===== config.mk =====
export PLATFORM = sky130hd
export DESIGN_NAME = port_pin_config_and_mux
export DESIGN_NICKNAME = d
export VERILOG_FILES = /design/src/inc/port_mux_pkg.sv /design/src/hw/input_sync.sv /design/src/hw/pad_function_mux.sv /design/src/hw/port_pin_config_and_mux.sv
export SDC_FILE = /design/constraint.sdc
export NUM_CORES = 1
export LEC_CHECK = 0
export ABC_AREA = 1
export CORE_AREA = 2 2 341 343
export CTS_BUF_LIST = sky130_fd_sc_hd__clkbuf_4
export CTS_CLUSTER_DIAMETER = 200
export DETAILED_ROUTE_END_ITERATION = 12
export DIE_AREA = 0 0 343 345
export DONT_BUFFER_PORTS = 1
export HOLD_SLACK_MARGIN = 0.1
export MAX_ROUTING_LAYER = met4
export PLACE_DENSITY_LB_ADDON = 0.15
export RECOVER_POWER = 50
export SYNTH_ARGS = -nofsm -noshare
export SYNTH_HDL_FRONTEND = slang
export SYNTH_SLANG_ARGS = --single-unit

===== constraint.sdc =====
create_clock -name mclk -period 2.44 [get_ports mclk]
set_input_delay 0.244 -clock mclk [delete_from_list [all_inputs] [get_ports mclk]]
set_output_delay 0.244 -clock mclk [all_outputs]
set_load 0.02 [all_outputs]

===== src/inc/port_mux_pkg.sv =====
// ----------------------------------------------------------------
// shared constants of the pin configuration and mux block
// ----------------------------------------------------------------
package port_mux_pkg;

	// structure of one port group
	localparam int PIN_COUNT = 32;
	localparam int PAIR_COUNT = 16;
	localparam int FUNC_COUNT = 8;
	localparam int GROUP_SPAN = 32'h80;
	localparam int ADDR_W = $clog2(GROUP_SPAN);

	// register offsets inside the group
	localparam logic [6:0] MULTI_CFG_OFS = 7'h28;
	localparam logic [6:0] FUNC_SEL_OFS = 7'h30;
	localparam logic [6:0] PIN_CFG_OFS = 7'h40;

	// multi-pin configuration write fields
	localparam int HALF_SEL_BIT = 31;
	localparam int CFG_UPDATE_BIT = 30;
	localparam int FUNC_UPDATE_BIT = 28;
	localparam int FUNC_FIELD_LSB = 24;
	localparam int MC_DRIVE_BIT = 22;
	localparam int MC_PULL_BIT = 18;
	localparam int MC_INBUF_BIT = 17;
	localparam int MC_MUXEN_BIT = 16;
	localparam int MASK_W = 16;

	// pin configuration byte fields
	localparam int CFG_DRIVE_BIT = 6;
	localparam int CFG_PULL_BIT = 2;
	localparam int CFG_INBUF_BIT = 1;
	localparam int CFG_MUXEN_BIT = 0;

	// function select byte fields and encoding
	localparam int FUNC_W = 4;
	localparam int ODD_FUNC_LSB = 4;
	localparam int EVEN_FUNC_LSB = 0;
	localparam logic [3:0] FUNC_LAST = 4'h7;

	// reset values
	localparam logic PIN_CFG_RESET = 1'b0;
	localparam logic [3:0] FUNC_SEL_RESET = 4'h0;

endpackage


===== src/hw/input_sync.sv =====
`timescale 1ns/10ps
// ----------------------------------------------------------------
// two-flop synchroniser for the asynchronous pad levels
// ----------------------------------------------------------------
module input_sync
	import port_mux_pkg::*;
#(
	parameter int W = PIN_COUNT
)
(
	// clock and reset
	input wire logic mclk,
	input wire logic rst,
	// levels
	input wire logic [W-1:0] async_in,
	output logic [W-1:0] sync_out
);

	logic [W-1:0] meta_reg; // first stage, read by the second only

	// both stages clear on reset; nothing else looks at meta_reg
	always_ff @(posedge mclk)
	begin
		if (rst)
		begin
			meta_reg <= '0;
			sync_out <= '0;
		end
		else
		begin
			meta_reg <= async_in;
			sync_out <= meta_reg;
		end
	end

endmodule


===== src/hw/pad_function_mux.sv =====
`timescale 1ns/10ps
// ----------------------------------------------------------------
// one pin: chooses port or peripheral control and gates the input
// ----------------------------------------------------------------
module pad_function_mux
	import port_mux_pkg::*;
(
	// clock and reset
	input wire logic mclk,
	input wire logic rst,
	// pin configuration
	input wire logic drive_strength,
	input wire logic pull_enable,
	input wire logic input_buffer_enable,
	input wire logic peripheral_mux_enable,
	input wire logic [FUNC_W-1:0] pin_function,
	// port registers and peripherals
	input wire logic port_dir,
	input wire logic port_out,
	input wire logic [FUNC_COUNT-1:0] func_oe,
	input wire logic [FUNC_COUNT-1:0] func_out,
	input wire logic pin_sync,
	// pad and input value
	output logic pad_out,
	output logic pad_oe,
	output logic pad_drive_strong,
	output logic pad_pull_en,
	output logic pad_in_en,
	output logic pin_level
);

	logic func_ok; // encoding names a real function
	logic oe_next;
	logic out_next;

	// reserved codes select nothing, so the pad is released
	always_comb
	begin
		func_ok = pin_function <= FUNC_LAST;
		oe_next = port_dir;
		out_next = port_out;
		if (peripheral_mux_enable)
		begin
			oe_next = func_ok & func_oe[pin_function[2:0]];
			out_next = func_ok & func_out[pin_function[2:0]];
		end
	end

	// pad controls, registered so every output leaves a flop
	always_ff @(posedge mclk)
	begin
		if (rst)
		begin
			pad_out <= 1'b0;
			pad_oe <= 1'b0;
			pad_drive_strong <= 1'b0;
			pad_pull_en <= 1'b0;
			pad_in_en <= 1'b0;
		end
		else
		begin
			pad_out <= out_next;
			pad_oe <= oe_next;
			pad_drive_strong <= drive_strength;
			pad_pull_en <= pull_enable;
			pad_in_en <= input_buffer_enable;
		end
	end

	// input level reads zero while the buffer is off, even under mux
	always_ff @(posedge mclk)
	begin
		if (rst)
			pin_level <= 1'b0;
		else
			pin_level <= input_buffer_enable & pin_sync;
	end
endmodule


===== src/hw/port_pin_config_and_mux.sv =====
// Strobed register access was decided locally.
`timescale 1ns/10ps
// Overview of operation
// multi write copies bit 22 to drive
// multi write copies bit 18 to pull
// multi write copies bit 17 to input enable
// multi write copies bit 16 to mux enable
// low sixteen bits mask pins in half-word
// multi-pin register always reads as zero
// sixteen pair select bytes from offset 0x30
// high nibble picks odd pin function
// low nibble picks even pin function
// codes 0 to 7 are A to H
// thirty-two pin config bytes, reset zero
// bit 6 selects strong output drive
// bit 2 enables the pull resistor
// bit 1 clear blanks the pin input
// bit 0 hands pad to peripheral
// level still readable under mux if enabled
// reserved bits ignore writes, read zero
module port_pin_config_and_mux
	import port_mux_pkg::*;
(
	// clock and reset
	input wire logic mclk,
	input wire logic rst,
	// register port
	input wire logic [ADDR_W-1:0] reg_addr,
	input wire logic [31:0] reg_wdata,
	input wire logic reg_wr,
	input wire logic reg_rd,
	output logic [31:0] reg_rdata,
	// port direction and output value registers
	input wire logic [PIN_COUNT-1:0] port_dir,
	input wire logic [PIN_COUNT-1:0] port_out,
	// peripheral functions, entry pin*8+function
	input wire logic [PIN_COUNT*FUNC_COUNT-1:0] func_oe,
	input wire logic [PIN_COUNT*FUNC_COUNT-1:0] func_out,
	// pads
	input wire logic [PIN_COUNT-1:0] pad_in,
	output logic [PIN_COUNT-1:0] pad_out,
	output logic [PIN_COUNT-1:0] pad_oe,
	output logic [PIN_COUNT-1:0] pad_drive_strong,
	output logic [PIN_COUNT-1:0] pad_pull_en,
	output logic [PIN_COUNT-1:0] pad_in_en,
	// sampled pin levels for the input register and peripherals
	output logic [PIN_COUNT-1:0] pin_level
);

	// ----------------------------------------------------------------
	// configuration state
	// ----------------------------------------------------------------

	logic [PIN_COUNT-1:0] drive_strength_reg; // strong drive per pin
	logic [PIN_COUNT-1:0] pull_enable_reg; // pull resistor per pin
	logic [PIN_COUNT-1:0] input_buffer_enable_reg; // input buffer per pin
	logic [PIN_COUNT-1:0] peripheral_mux_enable_reg; // mux owns the pad
	logic [FUNC_W-1:0] pin_function_reg [PIN_COUNT]; // function per pin
	logic [PIN_COUNT-1:0] pin_sync; // pad levels after two flops

	// ----------------------------------------------------------------
	// address decode
	// ----------------------------------------------------------------

	logic [6:0] pair_ofs; // distance from the first pair select byte
	logic [6:0] pin_ofs; // distance from the first pin config byte
	logic hit_multi; // multi-pin configuration word
	logic hit_pair; // one of the pair select bytes
	logic hit_pin; // one of the pin config bytes
	logic [3:0] pair_idx;
	logic [4:0] pin_idx;

	// map of one group: multi word at 0x28, pair selects at 0x30..0x3f,
	// pin config bytes at 0x40..0x5f; every other offset is a hole
	// that ignores writes and reads zero. only one group is built, so
	// the group stride never shows inside this block.
	// subtraction wraps for low addresses, the range test catches it
	always_comb
	begin
		pair_ofs = reg_addr - FUNC_SEL_OFS;
		pin_ofs = reg_addr - PIN_CFG_OFS;
		hit_multi = reg_addr == MULTI_CFG_OFS;
		hit_pair = reg_addr >= FUNC_SEL_OFS &&
			pair_ofs < 7'(PAIR_COUNT);
		hit_pin = reg_addr >= PIN_CFG_OFS &&
			pin_ofs < 7'(PIN_COUNT);
		pair_idx = pair_ofs[3:0];
		pin_idx = pin_ofs[4:0];
	end

	// ----------------------------------------------------------------
	// multi-pin write
	// ----------------------------------------------------------------

	logic [PIN_COUNT-1:0] sel_mask; // pins chosen by the multi write
	logic mc_cfg_wr; // multi write that updates pin config
	logic mc_func_wr; // multi write that updates functions
	logic [MASK_W-1:0] pin_select_mask;
	logic half_word_select;

	// one multi write may change both config and function of up to
	// sixteen pins in the same cycle; with neither update flag set it
	// leaves everything alone
	// the mask lands on the lower or upper sixteen pins
	always_comb
	begin
		pin_select_mask = reg_wdata[MASK_W-1:0];
		half_word_select = reg_wdata[HALF_SEL_BIT];
		if (half_word_select)
			sel_mask = {pin_select_mask, {MASK_W{1'b0}}};
		else
			sel_mask = {{MASK_W{1'b0}}, pin_select_mask};
		mc_cfg_wr = reg_wr && hit_multi && reg_wdata[CFG_UPDATE_BIT];
		mc_func_wr = reg_wr && hit_multi && reg_wdata[FUNC_UPDATE_BIT];
	end

	// ----------------------------------------------------------------
	// per-pin storage and pad logic
	// ----------------------------------------------------------------

	genvar p;
	generate
		for (p = 0; p < PIN_COUNT; p++)
		begin : g_pin
			// config bits: multi write and byte write use different
			// addresses, so they can never collide in one cycle
			always_ff @(posedge mclk)
			begin
				if (rst)
				begin
					drive_strength_reg[p] <= PIN_CFG_RESET;
					pull_enable_reg[p] <= PIN_CFG_RESET;
					input_buffer_enable_reg[p] <= PIN_CFG_RESET;
					peripheral_mux_enable_reg[p] <= PIN_CFG_RESET;
				end
				else if (mc_cfg_wr && sel_mask[p])
				begin
					drive_strength_reg[p] <= reg_wdata[MC_DRIVE_BIT];
					pull_enable_reg[p] <= reg_wdata[MC_PULL_BIT];
					input_buffer_enable_reg[p] <=
						reg_wdata[MC_INBUF_BIT];
					peripheral_mux_enable_reg[p] <=
						reg_wdata[MC_MUXEN_BIT];
				end
				else if (reg_wr && hit_pin && pin_idx == 5'(p))
				begin
					// reserved bits of the byte are simply not stored
					drive_strength_reg[p] <= reg_wdata[CFG_DRIVE_BIT];
					pull_enable_reg[p] <= reg_wdata[CFG_PULL_BIT];
					input_buffer_enable_reg[p] <= reg_wdata[CFG_INBUF_BIT];
					peripheral_mux_enable_reg[p] <= reg_wdata[CFG_MUXEN_BIT];
				end
			end

			// function nibble: odd pins use the high half of the pair byte
			always_ff @(posedge mclk)
			begin
				if (rst)
					pin_function_reg[p] <= FUNC_SEL_RESET;
				else if (mc_func_wr && sel_mask[p])
					pin_function_reg[p] <=
						reg_wdata[FUNC_FIELD_LSB +: FUNC_W];
				else if (reg_wr && hit_pair && pair_idx == 4'(p / 2))
				begin
					if (p % 2 == 1)
						pin_function_reg[p] <= reg_wdata[ODD_FUNC_LSB +: FUNC_W];
					else
						pin_function_reg[p] <= reg_wdata[EVEN_FUNC_LSB +: FUNC_W];
				end
			end

			// pad control and input gating for this pin
			pad_function_mux u_pad
			(
				.mclk(mclk),
				.rst(rst),
				.drive_strength(drive_strength_reg[p]),
				.pull_enable(pull_enable_reg[p]),
				.input_buffer_enable(input_buffer_enable_reg[p]),
				.peripheral_mux_enable(peripheral_mux_enable_reg[p]),
				.pin_function(pin_function_reg[p]),
				.port_dir(port_dir[p]),
				.port_out(port_out[p]),
				.func_oe(func_oe[p*FUNC_COUNT +: FUNC_COUNT]),
				.func_out(func_out[p*FUNC_COUNT +: FUNC_COUNT]),
				.pin_sync(pin_sync[p]),
				.pad_out(pad_out[p]),
				.pad_oe(pad_oe[p]),
				.pad_drive_strong(pad_drive_strong[p]),
				.pad_pull_en(pad_pull_en[p]),
				.pad_in_en(pad_in_en[p]),
				.pin_level(pin_level[p])
			);
		end
	endgenerate

	// ----------------------------------------------------------------
	// pad level synchroniser
	// ----------------------------------------------------------------

	// pads are asynchronous to mclk; two flops before any gate
	input_sync #(.W(PIN_COUNT)) u_sync
	(
		.mclk(mclk),
		.rst(rst),
		.async_in(pad_in),
		.sync_out(pin_sync)
	);

	// ----------------------------------------------------------------
	// read data
	// ----------------------------------------------------------------

	logic [31:0] rdata_next;

	// the read mux is combinational on the live registers, so a read
	// right behind a write already returns the new value; that costs
	// a wide mux but keeps the bus free of wait states
	// the multi-pin word and unmapped offsets read zero
	always_comb
	begin
		rdata_next = '0;
		if (hit_pin)
		begin
			rdata_next[CFG_DRIVE_BIT] = drive_strength_reg[pin_idx];
			rdata_next[CFG_PULL_BIT] = pull_enable_reg[pin_idx];
			rdata_next[CFG_INBUF_BIT] = input_buffer_enable_reg[pin_idx];
			rdata_next[CFG_MUXEN_BIT] = peripheral_mux_enable_reg[pin_idx];
		end
		else if (hit_pair)
		begin
			rdata_next[ODD_FUNC_LSB +: FUNC_W] =
				pin_function_reg[{pair_idx, 1'b1}];
			rdata_next[EVEN_FUNC_LSB +: FUNC_W] =
				pin_function_reg[{pair_idx, 1'b0}];
		end
	end

	// data stand only in the cycle after the read strobe
	always_ff @(posedge mclk)
	begin
		if (rst)
			reg_rdata <= '0;
		else if (reg_rd)
			reg_rdata <= rdata_next;
		else
			reg_rdata <= '0;
	end
endmodule


Word-level counts from Yosys, hierarchy flattened

Memory sizes are Yosys's and may differ from the RTL's.
Cells that the tools add are included.
W data, S select, Z words.

Logic and storage cells: 1495
Register bits after elaboration: 416
Memories kept: 1
RAM bits: 128
Output and inout port bits: 224

Memories:

| memory           | words | bits a word | read ports | clocked after memory_dff | write ports | RTL line                      | source |
|---|---|---|---|---|---|---|---|
| pin_function_reg | 32    | 4           | 34         | 0                        | 32          | port_pin_config_and_mux.sv:58 | `logic [FUNC_W-1:0] pin_function_reg [PIN_COUNT];` |

Bitwise logic cells: 162
Multiplexer cells: 734
$add $sub $neg: 2
Magnitude comparators: 69
Reductions and logical operators: 155
Equality and inequality tests: 47

Operator list:

| operator             | number |
|---|---|
| $mux W1              | 599 |
| $mux W4              | 64 |
| $bmux W1 S3          | 64 |
| $le A4 B3 Y1 const B | 32 |
| $lt A3 B4 Y1 const B | 32 |
| $logic_and A1 B1 Y1  | 119 |
| $and A1 B1 Y1        | 96 |
| $eq A5 B5 Y1 const B | 16 |
| $or A1 B1 Y1         | 64 |
| $reduce_bool A2 Y1   | 32 |
| $eq A5 B4 Y1 const B | 8 |
| $eq A4 B4 Y1 const B | 8 |
| $mux W32             | 1 |
| $bmux W1 S5          | 4 |
| $eq A5 B3 Y1 const B | 4 |
| $eq A4 B3 Y1 const B | 4 |
| $eq A5 B2 Y1 const B | 2 |
| $eq A4 B2 Y1 const B | 2 |
| $eq A7 B6 Y1 const B | 1 |
| $ge A7 B6 Y1 const B | 1 |
| $ge A7 B7 Y1 const B | 1 |
| $lt A7 B5 Y1 const B | 1 |
| $lt A7 B6 Y1 const B | 1 |
| $mux W7              | 1 |
| 11 further kinds     | 12 |

Logic depth before layout (Yosys ltp)

Gate-level depths: netlist of the first run.

Word-level depth: 10
Mapped depth: 14
Mapped depth without buffers: 13

By module

Synthesis of the first run repeated with hierarchy kept, for this count alone.

Cell total of the unflattened synthesis: 4354
Area total of the unflattened synthesis: 28763.8 um^2

By module, submodules not included:

| module                  | cells each | area an instance (um^2) | instances | sequential area each (um^2) |
|---|---|---|---|---|
| port_pin_config_and_mux | 1979       | 14591.5                 | 1         | 6566.3 |
| pad_function_mux        | 68         | 385.4                   | 32        | 120.1 |
| input_sync              | 199        | 1840.5                  | 1         | 1281.2 |

Worst setup path after synthesis of the first run

OpenSTA, ideal clock, no wires.

Path type: input to register
Start point: in reg_addr[4]
End point: mem pin_function_reg[2][0], in the netlist pin_function_reg[1][0] (enable)
Setup time: 374 ps
Data arrival time: 1630 ps
Path buffers: 2
Stages: 10
Data required time: 2066 ps
Path slack: 435 ps
Cell sequence: inv_1 -> ha_1 -> nand2_1 -> nor2_1 -> nand2_1 -> nor2_2 -> inv_2 -> buf_2 -> buf_6 -> o311ai_1

RTL lines:

| what               | RTL line                      | source |
|---|---|---|
| start: declaration | port_pin_config_and_mux.sv:28 | `input wire logic [ADDR_W-1:0] reg_addr,` |
| end: declaration   | port_pin_config_and_mux.sv:58 |  |

==> results.md, run 1 <==
* Failing checks: hold timing, setup timing
* First-pass GRT wire length at 228 mm
* Fill count at 12500
* Final max-slew violation count at 0
* Hold Path Origin: func_out[68]
* DIE AREA at roughly 0.12 sq mm
* Pre-CTS WS at 159 ps
* Fin Clk Skew at 69.4 ps
* Chip height at approximately 350 um
* Status: complete, but fails checks
* FF+latch count, synth at 520
* Die Width at 343 um
* Crit path launch type: input port
* Final hold slack at -550 ps
* CP arrival at 3570 ps
* Max_slew headroom at a little under 30%
* Largest register FFs at ~130
* Yosys cell types at 41
* Worst-path fanout max at 356
* PD cells at 508 mW/mm^2
* Max-Cap Viols at 0
* Clock Latency Late Sink at 1170 ps
* Rows at 125
* TritonCTS clock tree: yes
* Max clock buf depth at 3
* GP Congestion at approximately 0.94
* Share of the yosys chip area belonging to registers at a little over 40%
* Period utilisation layout at 105%
* R2R Path End: drive_strength_reg[15]$_SDFFE_PP0P_
* Worst Tran Pin Value at 1050 ps
* GRT Util Overall at 27.5%
* Final setup fails at 11
* Critical path required time at 3440 ps
* Largest net degree at the start of global routing at roughly 360
* Cell area after synthesis at around 0.028 sq mm
* Fin crit period at approximately 2600 ps
* Vias per cell at 4.80
* Via Count at 32200
* Static leakage at 18.8 nW
* Cells after Synth at 4113
* CP Capture Type: register
* Vias in the first global route at 32100
* Fin nets at 5701
* Peak Freq at 0.390 GHz
* Clock-pin slew on the worst setup and hold paths at 60 ps
* H-tree levels at 4
* WHS Path Cells at 4
* PortBufs at 0
* Final hold viol count at 27
* R2R Path Start: drive_strength_reg[15]$_SDFFE_PP0P_
* Post-route ant nets at 0
* TNS Setup at -754 ps
* Drt drc at 0
* Root Driver: clkbuf_4
* HP Class: input port to register
* Yosys warns at 0
* TritonCTS buffer count at ~160
* Initial antenna violation count at 27
* Clock Sink Count at 520
* WL/cell at 24.4 um
* Dpl hpwl at 116 mm
* # IOs at between 800 and 900
* Grt ovf at 0
* Flop2flop setup slack at approximately 60 ps
* Reg2reg path depth at 7
* Hold Path Sink: g_pin[8].u_pad.pad_out$_SDFF_PP0_
* Final worst setup slack at -126 ps
* WS Path Type: input port to register
* Detailed router's first-iteration violation count at approximately 2800
* Initial Utilization at about a quarter
* Worst vdd ir at 0.000374 V
* WL final at 164 mm
* P&R area growth vs syn at 47.2%
* Core Region at 0.115 sq mm
* Pre-Repair DR Iteration Count at 6
* Syn_area_per_cell at 6.90 sq um
* RSZ-0062 raised after global routing: false
* Share of cells above drive strength 1 at 8.33%
[report_power, final]
group          switching (mW)  internal, mW
Sequential              0.361          9.05
Combinational            1.50          1.04
Clock                    4.54          4.75
Total                    6.39          14.8
[worst max path at each step]
stage	start	end	slack [ps]
finish	rst	pin_function_reg[0][3]$_DFFE_PP_	-130
detailed placement	reg_addr[4]	pin_function_reg[2][4]$_DFFE_PP_	160
floorplan	reg_addr[4]	pin_function_reg[1][0]$_DFFE_PP_	440
global route	pull_enable_reg[13]$_SDFFE_PP0P_	pull_enable_reg[13]$_SDFFE_PP0P_	3
global placement	reg_addr[4]	pin_function_reg[0][3]$_DFFE_PP_	110
CTS	reg_wdata[28]	pin_function_reg[8][0]$_SDFFCE_PN0P_	0.4
[what timing repair did]
item / CTS / global route
setup buffers: 0 / 5
resized for setup: 0 / 45
hold buffers: 1026 / 47
setup endpoints to repair: 0 / 114
hold endpoints to repair: 648 / 135
[per-layer routing]
| layer | track usage, % | wire, um |
|---|---|---|
| met1 | 32.9 | 67900 |
| met2 | 44.5 | 77700 |
| met3 | 6.95 | 13300 |
| met4 | 9.72 | 5280 |
| met5 | - | 0 |
[cell type report]
cell class | instances | area [sq um] | share of cell area (%)
multi-input cells | 2623 | 12300 | 29.4
flip-flops and latches | 520 | 11700 | 28.0
repair buffers | 1149 | 11500 | 27.5
inverters | 592 | 2240 | 5.35
well taps | 1524 | 1910 | 4.56
clock buffers | 227 | 1700 | 4.08
clock inverters | 63 | 400 | 0.958
diodes | 22 | 55.1 | 0.132
repair inverters | 1 | 5.00 | 0.0120
[cell usage after synthesis, drive strengths merged]
cell | number | area [sq um]
a31oi | 14 | 87.6
clkinv | 10 | 37.5
nor2 | 660 | 2510
buf | 259 | 1830
o221ai | 9 | 78.8
nor3b | 16 | 120
dfxtp | 392 | 7850
o21a | 2 | 15.0
mux2i | 4 | 40.0
nor3 | 11 | 60.1
a21oi | 164 | 825
inv | 582 | 2180
o311ai | 1 | 8.76
a22o | 10 | 87.6
a22oi | 49 | 368
o22ai | 160 | 1000
a31o | 4 | 35.0
nand3 | 106 | 536
ha | 2 | 25.0
nand2 | 866 | 3260
or2 | 6 | 37.5
clkbuf | 142 | 534
o211ai | 131 | 983
conb | 1 | 3.75
o31ai | 3 | 22.5
nand4 | 13 | 81.3
edfxtp | 128 | 3840
o2111ai | 24 | 210
o21ai | 344 | 1720
[placed cells by master (no fill, tap or decap), drive strengths merged, types with 49 or more instances in the layout]
master	instances
nand2	866
o21ai	344
dfxtp	392
nor2	660
nand3	106
a22oi	49
clkbuf	235
o211ai	131
inv	587
buf	106
o22ai	160
edfxtp	128
a21oi	164
dlygate4sd3	1026
clkinv	57
[worst max-delay path: stages]
cell and delay (ps):
clkinv_2 240, dlygate4sd3_1 980, buf_4 350, nand4_1 110
dlygate4sd3_1 630, o22ai_1 160, dlygate4sd3_1 560
[kinds of logic (layout without fill, tap and decap cells)]
logic type / count (synthesis) / in the layout / synth area share [%]
simple gates: 1678 / 1678 / 23.2
fa+ha+maj: 2 / 2 / 0.0881
other cells: 1 / 46 / 0.0132
flops: 520 / 520 / 41.2
mux: 4 / 4 / 0.141
compound gates: 915 / 915 / 19.2
buf+inv: 993 / 2032 / 16.2
[through the flow]
stage	instance area [sq um]	total power [mW]	hold WS [ps]	instances	util [%]
2_1_floorplan	28500	10.7	351	4136	-
3_3_place_gp	28900	11.3	349	5358	25.1
3_5_place_dp	28900	11.3	351	5358	25.1
4_1_cts	41400	21.4	-888	6674	36.0
5_1_grt	41800	22.2	-766	6720	36.3
6_report	41800	21.2	-550	6721	36.3
(Power assumes the default switching activity.)
==> inputs of run 2 (changes only) <==
- clock period: 2.44 -> 3.3 ns (I/O delays scaled with it)
==> results.md, run 2 (synthesis gave the netlist of run 1 again) <==
* Status: complete, but fails checks
* Failing checks: setup timing
* Post-Place Cell Area at 0.0285 sq mm (-1.6%)
* Clock Sink Count at 520 (unchanged)
* Area occupied by multi-input gates at 0.0122 sq mm (-0.40%)
* PortBufs at 0 (unchanged)
* Seq pwr share at 44.3% (about the same)
* R2R Path Start: pin_function_reg[8][4]$_DFFE_PP_
* Die Width at 343 um (unchanged)
* Grt ovf at 0 (unchanged)
* Sequential Area at 0.0117 sq mm (about the same)
* Cell count after placement at 5318 (-0.75%)
* First-pass GRT wire length at 226 mm (-1.0%)
* Final hold viol count at 0 (-100%)
* Via Count at 31600 (-2.1%)
* Worst Tran Pin Value at 1060 ps (+10.8 ps)
* PD cells at 392 mW/mm^2 (-23%)
* Fin crit period at about 3400 ps
* GRT Util Overall at 27.2% (-0.32 points)
* WL final at 161 mm (-1.7%)
* Cell Chain, Critical Path: dlygate4sd3_1 > buf_12 > clkinv_1 > nor2_1 > dlygate4sd3_1 > nand3_1 > dlygate4sd3_1 > nand2_1 > dlygate4sd3_1
* Share of cells above drive strength 1 at 7.48% (-0.85 points)
* GP Congestion at 0.905 (-3.2%)
* DIE AREA at 0.118 sq mm (unchanged)
* Largest net degree at the start of global routing at 183 (-49%)
* Fill count at 12600 (+0.87%)
* TNS Setup at -82.3 ps (+671 ps)
* Commonest cells after routing, fill and taps aside: 922 x dlygate4sd3_1, 861 x nand2_1, 647 x nor2_1
* Post-route cell area at 0.0402 sq mm (-3.9%)
* Crit path launch type: input port
* NetSw at 4.71 mW (-26%)
* Drt drc at 0 (unchanged)
* Largest register FFs at 128 (unchanged)
* Critical path required time at 4290 ps (+850 ps)
* Fin nets at 5552 (-2.6%)
* Clock Latency Late Sink at 1080 ps (-90 ps)
* Pre-CTS WS at 413 ps (+254 ps)
* Worst Setup SP: reg_wdata[2]
* Worst-path fanout max at 16 (-96%)
* Commonest non-fill, non-tap cell in the layout: dlygate4sd3_1
* Comb pwr share at 12.3% (+0.4 points)
* Int Pwr at 11.0 mW (-26%)
* TritonCTS buffer count at 161 (unchanged)
* Final setup fails at 5 (-6)
* Clk pwr share at 43.4% (-0.4 points)
* Period utilisation layout at 102%
* H-tree levels at 4 (unchanged)
* Final hold slack at 241 ps (+791 ps)
* Vias per cell at 4.80 (+0.11%)
* Clock-pin slew on the worst setup and hold paths at 70 ps (about the same)
* Pre-Repair DR Iteration Count at 6 (unchanged)
* Final max-slew violation count at 0 (unchanged)
* P&R area growth vs syn at 41.5%
* CP Capture Type: register
* Peak Freq at between 0.2 and 0.3 GHz
* Root Driver: clkbuf_4
* Worst vdd ir at 0.000306 V (-18%)
* Cell mode on critical path: dlygate4sd3_1
* Core Region at 0.115 sq mm (unchanged)
* Post-route ant nets at 0 (unchanged)
* Max-Cap Viols at 0 (unchanged)
* Vias in the first global route at 31500 (-1.8%)
* RSZ-0062 raised after global routing: true
* Hold Path Origin: func_out[120]
* Max stage delay on crit path at 790 ps (-190 ps)
* Detailed router's first-iteration violation count at 2406 (-13%)
* Initial antenna violation count at 28 (+3.7%)
* Chip height at 345 um (unchanged)
* CP arrival at 4350 ps (+780 ps)
* Power, Total at 15.7 mW (-26%)
* Dpl hpwl at 115 mm (-0.62%)
* WL/cell at 24.5 um (+0.52%)
* Fin util at 34.9% (-1.4 points)
* Sw Share at 29.9% (-0.19 points)
* Initial Utilization at 24.7% (unchanged)
* Max_slew headroom at 28.9% (-0.72 points)
* Critical path's slowest cell: dlygate4sd3_1
* TritonCTS clock tree: yes
* Static leakage at 17.9 nW (-4.9%)
* # IOs at 875 (unchanged)
* Max clock buf depth at 3 (unchanged)
* WS Path Type: input port to register
* Rows at 125 (unchanged)
* HP Class: input port to register
* Final worst setup slack at -53.3 ps (+72.5 ps)
* Fin Clk Skew at 60.6 ps (-8.79 ps)
* Post-Layout Cell Count at 6575 (-2.2%)
run 2: cell types whose count changed in the layout (fill, tap and decap cells not counted), moves of 4 or more:
| cell | previous run | this run |
|---|---|---|
| clkinv_1 | 44 | 48 |
| clkbuf_1 | 4 | 0 |
| clkinv_2 | 12 | 6 |
| clkinvlp_4 | 7 | 2 |
| dfxtp_2 | 6 | 0 |
| buf_4 | 86 | 67 |
| buf_12 | 17 | 6 |
| clkbuf_4 | 227 | 236 |
| nand3_2 | 6 | 1 |
| dlygate4sd3_1 | 1026 | 922 |
| dfxtp_1 | 385 | 392 |
| nand3_1 | 100 | 105 |
run 2: power by group through the flow:
stage,clock [mW],sequential [mW],combinational (mW)
after floorplan,0,6.90,1.03
after global placement,0,7.12,1.20
after detailed placement,0,7.12,1.20
after CTS,7.10,6.98,1.90
after global routing,7.43,6.99,2.08
final,6.83,6.98,1.93
run 2: routing by layer:
metal / share of wire (%) / GRT usage (%) / vias up / wire length, um
met3: 7.3 / 6.16 / 265 / 11800
met2: 48 / 44.3 / 1301 / 77100
met5: 0 / - / - / 0
met1: 42 / 33.0 / 15200 / 67900
li1: - / - / 14800 / -
met4: 2.8 / 9.02 / 0 / 4580
run 2: path summary, 6_finish.rpt:
check	to	slack, ps	depth (start not counted)
min	g_pin[15].u_pad.pad_out$_SDFF_PP0_	240	5
max reg2reg	g_pin[17].u_pad.pad_out$_SDFF_PP0_	160	8
min reg2reg	g_pin[17].u_pad.pad_pull_en$_SDFF_PP0_	450	2
max	pull_enable_reg[2]$_SDFFE_PP0P_	-50	9
run 2: what timing repair did:
action	4_1_cts	5_1_grt
hold buffers	934	0
setup endpoints to repair	0	26
resized for setup	0	6
buffers inserted	0	9
hold endpoints to repair	646	0
run 2: critical path: cells and delay by family:
family / cells / cell delay, ps
buffers and inverters: 6 / 3400
AND/OR/NAND/NOR: 3 / 610
run 2: cell type report:
cell class | count | share of cell area, %
tap | 1524 | 4.75
multi-input combinational | 2623 | 30.4
timing repair buffer | 1001 | 24.8
sequential | 520 | 29.1
clock inverter | 57 | 0.853
antenna | 22 | 0.137
clock buffer | 236 | 4.41
inverter | 592 | 5.54
